$ cat config.mk
export PLATFORM = sky130hd
export DESIGN_NAME = spa_cfg
export DESIGN_NICKNAME = d
export VERILOG_FILES = /design/src/rtl/spa_cfg_pkg.sv /design/src/rtl/spa_cfg.sv
export VERILOG_INCLUDE_DIRS = /design/src /design/src/rtl
export SDC_FILE = /design/constraint.sdc
export NUM_CORES = 1
export LEC_CHECK = 0
export BUFFER_PORTS_ARGS = -buffer_cell sky130_fd_sc_hd__buf_4
export CAP_MARGIN = 30
export CORE_UTILIZATION = 55
export CTS_CLUSTER_DIAMETER = 150
export DETAILED_ROUTE_END_ITERATION = 7
export PLACE_DENSITY = 0.9
export SYNTH_ARGS = -nofsm -noshare
export SYNTH_HDL_FRONTEND = slang
export SYNTH_SLANG_ARGS = --single-unit
$ cat constraint.sdc
create_clock -name pclk -period 2.7 [get_ports pclk]
set_clock_uncertainty 0.15 [all_clocks]
set_input_delay 0.405 -clock pclk [delete_from_list [all_inputs] [get_ports pclk]]
set_output_delay 0.405 -clock pclk [all_outputs]
set_load 0.01 [all_outputs]
$ cat src/rtl/spa_cfg_defs.svh
// Register offsets, field positions and reset values of the stream port config block
`ifndef SPA_CFG_DEFS_SVH
`define SPA_CFG_DEFS_SVH
`define SPA_OFS_CFG0 12'h080
`define SPA_OFS_CFG1 12'h084
`define SPA_OFS_FLAGS 12'h088
`define SPA_OFS_PKT_CTRL 12'h0b0
`define SPA_BIT_PORT_EN 30
`define SPA_BIT_RELEASE 11
`define SPA_BIT_BYTE_ORDER 10
`define SPA_BIT_SER_ORDER 9
`define SPA_BIT_SER_OP 8
`define SPA_BIT_RX_MULTI 14
`define SPA_BIT_TX_MULTI 12
`define SPA_BIT_INS_DONE 8
`define SPA_BIT_OVERFLOW 0
`define SPA_CFG0_WMASK 32'h4000_7fff
`define SPA_CFG1_WMASK 32'h0000_5fff
`define SPA_MAP_RESET 8'h03
`define SPA_SYNC_C 2'h2
`endif

$ cat src/rtl/spa_cfg_pkg.sv
// Types of the stream port config block
package spa_cfg_pkg;
  typedef enum logic [1:0] {SPA_REL_IDLE, SPA_REL_VALID, SPA_REL_DUE, SPA_REL_GO} spa_rel_t;
  typedef struct packed {
    logic valid;
    logic [7:0] data;
  } spa_byte_t;
  typedef struct packed {
    logic valid;
    logic [31:0] data;
    logic [2:0] buf_sel;
  } spa_word_t;
endpackage

$ cat src/rtl/spa_cfg.sv
// Stream port config/status registers, release sequencer and byte/bit assembly
//
// Design decision made here: the APB register port.
`timescale 1ns/100ps
`default_nettype none
`include "spa_cfg_defs.svh"
// Operation
// - Release mode holds frame output until valid, due, release, enable occur in order
// - Empty buffer returns the release sequence to its start
// - Byte order 0: first port byte is quadlet MSB
// - Byte order 1: first port byte is quadlet LSB
// - Serial order 0: first bit is byte MSB, 0101.. gives 0x55
// - Serial bit order ignored in 8-bit parallel mode
// - Serial mode uses data line zero only, but the output path still shifts whole bytes onto port_data_out
// - Buffer attach map, bit n attaches buffer n, reset value 3
// - Rx multi-buffer selects output buffer by port address bus, else map
// - Tx multi-buffer selects input buffer by port address bus, else map
// - Block size field applies for sync schemes A and B only
// - Insertion sets done flag and disables insertion hardware
// - Input overfill with data loss sets overflow flag
// - Reserved bits ignore writes and read zero
// - Port enable bit 0 ignores all port signalling, but rx_buf_sel still follows port_addr in Rx multi-buffer mode
module spa_cfg
  import spa_cfg_pkg::*;
(
  input wire logic pclk,
  input wire logic presetn,
  input wire logic psel,
  input wire logic penable,
  input wire logic pwrite,
  input wire logic [11:0] paddr,
  input wire logic [31:0] pwdata,
  output logic [31:0] prdata,
  output logic pready,
  output logic pslverr,
  input wire logic port_valid_signal,
  input wire logic port_enable_input,
  input wire logic frame_release_input,
  input wire logic [7:0] port_data_in,
  input wire logic port_strobe,
  input wire logic [2:0] port_addr,
  input wire logic insert_event,
  input wire logic overfill_event,
  input wire logic buffer_empty,
  input wire logic [1:0] sync_scheme,
  input wire logic [31:0] out_quadlet,
  input wire logic out_load,
  output logic frame_due_output,
  input wire logic frame_expired,
  output logic release_ok,
  output logic [31:0] in_quadlet,
  output logic in_quadlet_valid,
  output logic [2:0] tx_buf_sel,
  output logic [2:0] rx_buf_sel,
  output logic [7:0] port_data_out,
  output logic insert_enable,
  output logic [11:0] block_size
);
  // ****************************************
  // Helpers
  // ****************************************
  function automatic logic [2:0] spa_first_buf(input logic [7:0] map);
    logic [2:0] r;
    r = 3'h0;
    for (int i = 7; i >= 0; i--)
    begin
      if (map[i])
      begin
        r = 3'(i);
      end
    end
    return r;
  endfunction

  function automatic logic [31:0] spa_swap(input logic [31:0] w);
    return {w[7:0], w[15:8], w[23:16], w[31:24]};
  endfunction

  // ****************************************
  // Pin synchronisers
  // ****************************************
  logic [12:0] pin_s1_q, pin_s2_q, pin_s3_q, pin_q;
  logic [12:0] pin_raw;
  logic [12:0] pin_d;
  assign pin_raw = {port_valid_signal, port_enable_input, frame_release_input, frame_expired,
                    port_strobe, port_data_in};
  always_comb
  begin
    pin_d = pin_q;
    for (int i = 0; i < 13; i++)
    begin
      if (pin_s2_q[i] == pin_s3_q[i])
      begin
        pin_d[i] = pin_s3_q[i];
      end
    end
  end
  always_ff @(posedge pclk or negedge presetn)
  begin
    if (!presetn)
    begin
      pin_s1_q <= 13'h0000;
      pin_s2_q <= 13'h0000;
      pin_s3_q <= 13'h0000;
      pin_q <= 13'h0000;
    end
    else
    begin
      pin_s1_q <= pin_raw;
      pin_s2_q <= pin_s1_q;
      pin_s3_q <= pin_s2_q;
      pin_q <= pin_d;
    end
  end
  logic s_valid, s_en, s_rel, s_exp, s_stb;
  logic [7:0] s_data;
  assign {s_valid, s_en, s_rel, s_exp, s_stb, s_data} = pin_q;

  // ****************************************
  // Registers
  // ****************************************
  logic [31:0] cfg0_q, cfg0_d, cfg1_q, cfg1_d;
  logic [1:0] flags_q, flags_d;
  logic ins_en_q, ins_en_d;
  logic [31:0] prdata_q, prdata_d;
  logic pready_q, pready_d, pslverr_q, pslverr_d;
  logic setup, wr, rd, hit;
  assign setup = psel && !penable;
  assign wr = psel && penable && pready_q && pwrite;
  assign rd = psel && penable && pready_q && !pwrite;
  assign hit = (paddr == `SPA_OFS_CFG0) || (paddr == `SPA_OFS_CFG1) ||
               (paddr == `SPA_OFS_FLAGS) || (paddr == `SPA_OFS_PKT_CTRL);
  logic port_on, ser_mode, ser_rev, byte_rev;
  assign port_on = cfg0_q[`SPA_BIT_PORT_EN];
  assign ser_mode = cfg0_q[`SPA_BIT_SER_OP];
  assign ser_rev = cfg0_q[`SPA_BIT_SER_ORDER];
  assign byte_rev = cfg0_q[`SPA_BIT_BYTE_ORDER];
  logic ovf_evt;

  always_comb
  begin
    cfg0_d = cfg0_q;
    cfg1_d = cfg1_q;
    flags_d = flags_q;
    ins_en_d = ins_en_q;
    prdata_d = prdata_q;
    pready_d = 1'b0;
    pslverr_d = 1'b0;
    if (setup)
    begin
      pready_d = 1'b1;
      pslverr_d = !hit;
      prdata_d = 32'h0000_0000;
      case (paddr)
        `SPA_OFS_CFG0: prdata_d = cfg0_q;
        `SPA_OFS_CFG1: prdata_d = cfg1_q;
        `SPA_OFS_FLAGS: prdata_d = {23'h000000, flags_q[1], 7'h00, flags_q[0]};
        `SPA_OFS_PKT_CTRL: prdata_d = {31'h00000000, ins_en_q};
        default: prdata_d = 32'h0000_0000;
      endcase
    end
    if (wr && paddr == `SPA_OFS_CFG0)
    begin
      cfg0_d = pwdata & `SPA_CFG0_WMASK;
    end
    if (wr && paddr == `SPA_OFS_CFG1)
    begin
      cfg1_d = pwdata & `SPA_CFG1_WMASK;
    end
    if (wr && paddr == `SPA_OFS_PKT_CTRL)
    begin
      ins_en_d = pwdata[0];
    end
    if (rd && paddr == `SPA_OFS_FLAGS)
    begin
      flags_d = 2'h0;
    end
    if (insert_event && ins_en_q)
    begin
      flags_d[1] = 1'b1;
      ins_en_d = 1'b0;
    end
    if (ovf_evt)
    begin
      flags_d[0] = 1'b1;
    end
  end
  always_ff @(posedge pclk or negedge presetn)
  begin
    if (!presetn)
    begin
      cfg0_q <= {24'h000000, `SPA_MAP_RESET};
      cfg1_q <= 32'h0000_0000;
      flags_q <= 2'h0;
      ins_en_q <= 1'b0;
      prdata_q <= 32'h0000_0000;
      pready_q <= 1'b0;
      pslverr_q <= 1'b0;
    end
    else
    begin
      cfg0_q <= cfg0_d;
      cfg1_q <= cfg1_d;
      flags_q <= flags_d;
      ins_en_q <= ins_en_d;
      prdata_q <= prdata_d;
      pready_q <= pready_d;
      pslverr_q <= pslverr_d;
    end
  end

  // ****************************************
  // Release sequencer
  // ****************************************
  spa_rel_t rel_q, rel_d;
  logic due_q, due_d, ok_q, ok_d;
  always_comb
  begin
    rel_d = rel_q;
    due_d = due_q;
    case (rel_q)
      SPA_REL_IDLE: if (s_valid) rel_d = SPA_REL_VALID;
      SPA_REL_VALID:
      begin
        if (s_exp)
        begin
          due_d = 1'b1;
          rel_d = SPA_REL_DUE;
        end
      end
      SPA_REL_DUE: if (s_rel) rel_d = SPA_REL_GO;
      SPA_REL_GO: rel_d = SPA_REL_GO;
      default: rel_d = SPA_REL_IDLE;
    endcase
    if (buffer_empty || !port_on)
    begin
      rel_d = SPA_REL_IDLE;
      due_d = 1'b0;
    end
    ok_d = port_on && (!cfg0_q[`SPA_BIT_RELEASE] || (rel_q == SPA_REL_GO && s_en));
  end
  always_ff @(posedge pclk or negedge presetn)
  begin
    if (!presetn)
    begin
      rel_q <= SPA_REL_IDLE;
      due_q <= 1'b0;
      ok_q <= 1'b0;
    end
    else
    begin
      rel_q <= rel_d;
      due_q <= due_d;
      ok_q <= ok_d;
    end
  end

  // ****************************************
  // Input assembly
  // ****************************************
  logic [31:0] asm_q, asm_d;
  logic [4:0] cnt_q, cnt_d;
  logic [7:0] bits_q, bits_d;
  spa_word_t word_q, word_d;
  logic stb_q, stb_d;
  logic [7:0] nbyte;
  logic byte_rdy;
  always_comb
  begin
    asm_d = asm_q;
    cnt_d = cnt_q;
    bits_d = bits_q;
    word_d = word_q;
    word_d.valid = 1'b0;
    stb_d = s_stb;
    ovf_evt = 1'b0;
    nbyte = s_data;
    byte_rdy = 1'b0;
    if (port_on && s_stb && !stb_q)
    begin
      if (ser_mode)
      begin
        nbyte = ser_rev ? {s_data[0], bits_q[7:1]} : {bits_q[6:0], s_data[0]};
        bits_d = nbyte;
        byte_rdy = (cnt_q[2:0] == 3'h7);
        cnt_d = cnt_q + 5'h01;
      end
      else
      begin
        byte_rdy = 1'b1;
        cnt_d = cnt_q + 5'h08;
      end
      if (byte_rdy)
      begin
        asm_d = byte_rev ? {nbyte, asm_q[31:8]} : {asm_q[23:0], nbyte};
        if (cnt_q[4:3] == 2'h3 && (ser_mode ? cnt_q[2:0] == 3'h7 : 1'b1))
        begin
          if (word_q.valid)
          begin
            ovf_evt = 1'b1;
          end
          word_d.valid = 1'b1;
          word_d.data = asm_d;
          word_d.buf_sel = cfg1_q[`SPA_BIT_TX_MULTI] ? port_addr : spa_first_buf(cfg0_q[7:0]);
          cnt_d = 5'h00;
        end
      end
    end
    if (!port_on)
    begin
      cnt_d = 5'h00;
    end
    ovf_evt = ovf_evt || (port_on && overfill_event);
  end
  always_ff @(posedge pclk or negedge presetn)
  begin
    if (!presetn)
    begin
      asm_q <= 32'h0000_0000;
      cnt_q <= 5'h00;
      bits_q <= 8'h00;
      word_q <= '0;
      stb_q <= 1'b0;
    end
    else
    begin
      asm_q <= asm_d;
      cnt_q <= cnt_d;
      bits_q <= bits_d;
      word_q <= word_d;
      stb_q <= stb_d;
    end
  end

  // ****************************************
  // Output path
  // ****************************************
  logic [31:0] oq_q, oq_d;
  logic [2:0] rxs_q, rxs_d;
  logic [11:0] bs_q, bs_d;
  always_comb
  begin
    oq_d = oq_q;
    if (out_load && ok_q)
    begin
      oq_d = byte_rev ? out_quadlet : spa_swap(out_quadlet);
    end
    else if (port_on && s_stb && !stb_q && ok_q)
    begin
      oq_d = {8'h00, oq_q[31:8]};
    end
    rxs_d = cfg1_q[`SPA_BIT_RX_MULTI] ? port_addr : spa_first_buf(cfg0_q[7:0]);
    bs_d = (sync_scheme == `SPA_SYNC_C) ? 12'h000 : cfg1_q[11:0];
  end
  always_ff @(posedge pclk or negedge presetn)
  begin
    if (!presetn)
    begin
      oq_q <= 32'h0000_0000;
      rxs_q <= 3'h0;
      bs_q <= 12'h000;
    end
    else
    begin
      oq_q <= oq_d;
      rxs_q <= rxs_d;
      bs_q <= bs_d;
    end
  end

  assign prdata = prdata_q;
  assign pready = pready_q;
  assign pslverr = pslverr_q;
  assign frame_due_output = due_q;
  assign release_ok = ok_q;
  assign in_quadlet = word_q.data;
  assign in_quadlet_valid = word_q.valid;
  assign tx_buf_sel = word_q.buf_sel;
  assign rx_buf_sel = rxs_q;
  assign port_data_out = oq_q[7:0];
  assign insert_enable = ins_en_q;
  assign block_size = bs_q;
endmodule
`default_nettype wire

==> out/summary.txt <==
Clock Path Buffers: 3
Hold_sp: out_quadlet[7]
Initial Util: 0.5655
Antenna cells: 0
Area after DPL: 0.01119 mm²
PD cells: 624.7 mW/mm²
Setup slack, reg-to-reg: 510 ps
Clk pwr share: 0.489
Type of origin of the critical path: flop
Required time of the critical path: 2920 ps
Yosys warns: 0
Proportion of synthesized area in mux cells: 0.1181
Relative slew slack: 0.4882
Max Slew Vio Count: 0
Worst-Skew Late Latency: 520 ps
Initial antenna violation count: 0
Routed len/inst: 17.24 µm
Final setup TNS: 0 ps
CTS tree: built
Critical Path End Type: flop
IO Pins: 199
Number of library cell types mapped by synthesis: 56
Die span in y: 135.6 µm
Placement Rows: 48
Max Cap Viol: 0
RSZ-0062 raised after global routing: false
CTS H-tree lvls: 1
Achievable Freq: 0.4559 GHz
Port bufs: 166
Grt total ovfl: 0
Post-detailed-routing wire length: 21980 µm
Die area: 0.01838 mm²
Share of synthesized cell area in full adder, half adder and majority cells: 0.01708
Hold Path Sink: oq_q[31]$_DFFE_PN0P_
Num CTS Buffers: 25
Reg2reg start: cnt_q[0]$_DFFE_PN0P_
All-Layer GR Usage: 0.2457
Root Driver: clkbuf_16
Routed Antenna Nets: 0
WP data arrival: 2410 ps
Iteration-0 DRC Markers: 425
Non-Filler Instances: 1275
Critical path class: reg -> reg
Cell depth of the worst hold path: 3
TritonRoute pass-1 iters: 5
RePlAce Congestion: 0.8291
Crit-path max cell delay: 490 ps
Worst-path fanout max: 64
Hold Path Class: in -> reg
Status: completed
Die Wd: 135.6 µm
Switching portion of total power: 0.2086
VDD IR max: 0.5125 mV
Ys async rst share: 1.000
Vias in the first global route: 7126
Crit path time final: 2193 ps
Seq pwr share: 0.465
Leak: 5.786 nW
Area Growth Syn to Fin: 26.98%
Area fraction in compound gates after synthesis: 0.1135
Post-Synth Simple-Gate Area: 0.1065
Post-layout instance area: 0.01246 mm²
Avg Inst Size Synth: 11.59 µm²
Largest family of logic cells by synthesized area: multiplexers
Crit-path cells: ha_1, ha_1, nand2b_1, nand3_2, buf_4, o21ai_0
Clock sink total: 236
Worst slew pin tran: 767.7 ps
EDFF count, synth: 0
Final worst path period share: 0.8123
Final #Nets: 1138
Cell depth of the worst flop-to-flop path: 6
Post-synthesis xor/xnor area fraction: 0.0008924
Via count: 7048
Switching power total: 0.001624 W
# DRC: 0
Crit path launch: cnt_q[0]$_DFFE_PN0P_
CP max-delay cell: buf_4
First-pass GRT wire length: 35470 µm
Synth Flop Type: dfrtp_1
Fin. Hold Viols: 0
Clock Pin Slew Worst Setup and Hold Paths: 60 ps
Gate count of the mapped netlist: 847
Cell Count Post-Placement: 1196
Logic pwr share: 0.046
Seq/Total Area, Yosys: 0.6020
Synth Register Bits: 236
Mapped Area: 0.009814 mm²
DR vias/cell: 5.528
Cts repair resizes: 0
Share of cells above drive strength 1: 0.2590
Fill count: 1123
Total internal power: 0.006161 W
Reg2reg end: in_quadlet[30]$_DFFE_PN0P_
CP dominant cell by count: ha_1
Pin count of the biggest net entering global routing: 77
Core area: 0.01736 mm²
Post-DP HPWL: 14380 µm
# setup viols final: 0
[critical path, delay by kind of cell, from the launching register on]
kind                     cells  cell delay (ps)
AO/OA/AOI/OAI                1              220
AND/OR/NAND/NOR              2              350
flip-flops                   1              410
adder cells (fa/ha/maj)      2              400
buffers and inverters        1              490
[Yosys cell counts, drive strengths merged, types with 4 or more instances]
cell    instances  area share
dfrtp         234        0.60
nand2         120       0.047
o21ai         100       0.051
mux2i          73       0.074
clkbuf         38       0.015
buf            35       0.025
mux2           34       0.044
nor2           34       0.013
a21oi          31       0.016
and2           17       0.011
and3           13      0.0083
maj3           13       0.013
a221o          12       0.012
o21a            9      0.0069
o22ai           8      0.0051
nand3           7      0.0048
o31ai           6      0.0046
inv             5      0.0019
nand2b          5      0.0032
nor3            5      0.0031
a22o            4      0.0036
or3             4      0.0025
[metal layers]
layer  part of all wire  vias up  GRT usage
met1               0.41     3451     0.3191
met4              0.027        0    0.08864
met2               0.50      250     0.4107
met3              0.063       52    0.04751
li1                   -     3295          -
met5                  0        -          0
[logic make-up after synthesis]
family / count (synthesis)
flops: 236
other cells: 1
simple gates: 221
buf+inv: 79
mux: 107
compound gates: 186
xor+xnor: 1
fa+ha+maj: 16
[sequential cells by signal, indices dropped and copies added (netlist names), 2 cells and up]
| signal | count |
|---|---|
| asm_q | 32 |
| in_quadlet | 32 |
| oq_q | 32 |
| cfg0_q | 16 |
| prdata | 16 |
| cfg1_q | 14 |
| pin_q | 13 |
| pin_s1_q | 13 |
| pin_s2_q | 13 |
| pin_s3_q | 13 |
| block_size | 12 |
| bits_q | 8 |
| cnt_q | 5 |
| rx_buf_sel | 3 |
| tx_buf_sel | 3 |
| flags_q | 2 |
| rel_q | 2 |
[metrics by stage]
stage            util  hold slack [ps]  total power (W)  setup slack, ps
6_report       0.7180            33.96         0.007785            506.8
2_1_floorplan       -           -40.59         0.003786            480.1
3_5_place_dp   0.6447            184.7         0.004003            307.7
4_1_cts        0.7180            19.89         0.007846            517.4
5_1_grt        0.7180            43.49         0.008039            338.3
3_3_place_gp   0.6447            184.0         0.003994            336.0
[layout by cell type (no fill, tap or decap), types with 13 or more instances in the layout]
| master | instances |
|---|---|
| a21oi_1 | 31 |
| and2_1 | 17 |
| and3_1 | 13 |
| buf_4 | 178 |
| clkbuf_16 | 25 |
| conb_1 | 16 |
| dfrtp_1 | 233 |
| dlygate4sd3_1 | 34 |
| maj3_1 | 13 |
| mux2_2 | 22 |
| mux2i_1 | 73 |
| nand2_1 | 119 |
| nor2_1 | 34 |
| o21ai_0 | 99 |
[layout make-up]
cell class | count | area (µm²) | share of cell area
Sequential cell | 236 | 5912 | 0.4744
Multi-Input combinational cell | 547 | 3562 | 0.2858
Timing Repair Buffer | 216 | 1752 | 0.1406
Clock buffer | 31 | 688.2 | 0.05522
Tap cell | 225 | 281.5 | 0.02259
Clock inverter | 14 | 244.0 | 0.01958
Inverter | 6 | 22.52 | 0.001807
[worst max-delay path by stage]
stage	end	slack, ps
after floorplan	cfg1_q[10]$_DFFE_PN0P_	480
after global placement	cfg1_q[11]$_DFFE_PN0P_	340
after detailed placement	cfg1_q[12]$_DFFE_PN0P_	310
after CTS	tx_buf_sel[1]$_DFFE_PN0P_	520
after global routing	tx_buf_sel[1]$_DFFE_PN0P_	340
final	in_quadlet[30]$_DFFE_PN0P_	510
[power by group through the flow]
stage | combinational (W) | sequential [W] | clock (W)
after floorplan | 0.000106 | 0.00368 | 0
after global routing | 0.000398 | 0.00363 | 0.00401
after CTS | 0.000361 | 0.00362 | 0.00386
after detailed placement | 0.000316 | 0.00369 | 0
after global placement | 0.000308 | 0.00369 | 0
final | 0.000358 | 0.00362 | 0.00380
[repair_timing]
action / CTS / global route
hold endpoints to repair: 117 / 0
hold buffers: 34 / 0
buffers inserted: 0 / 0
Power figures use the tool's default switching activity.
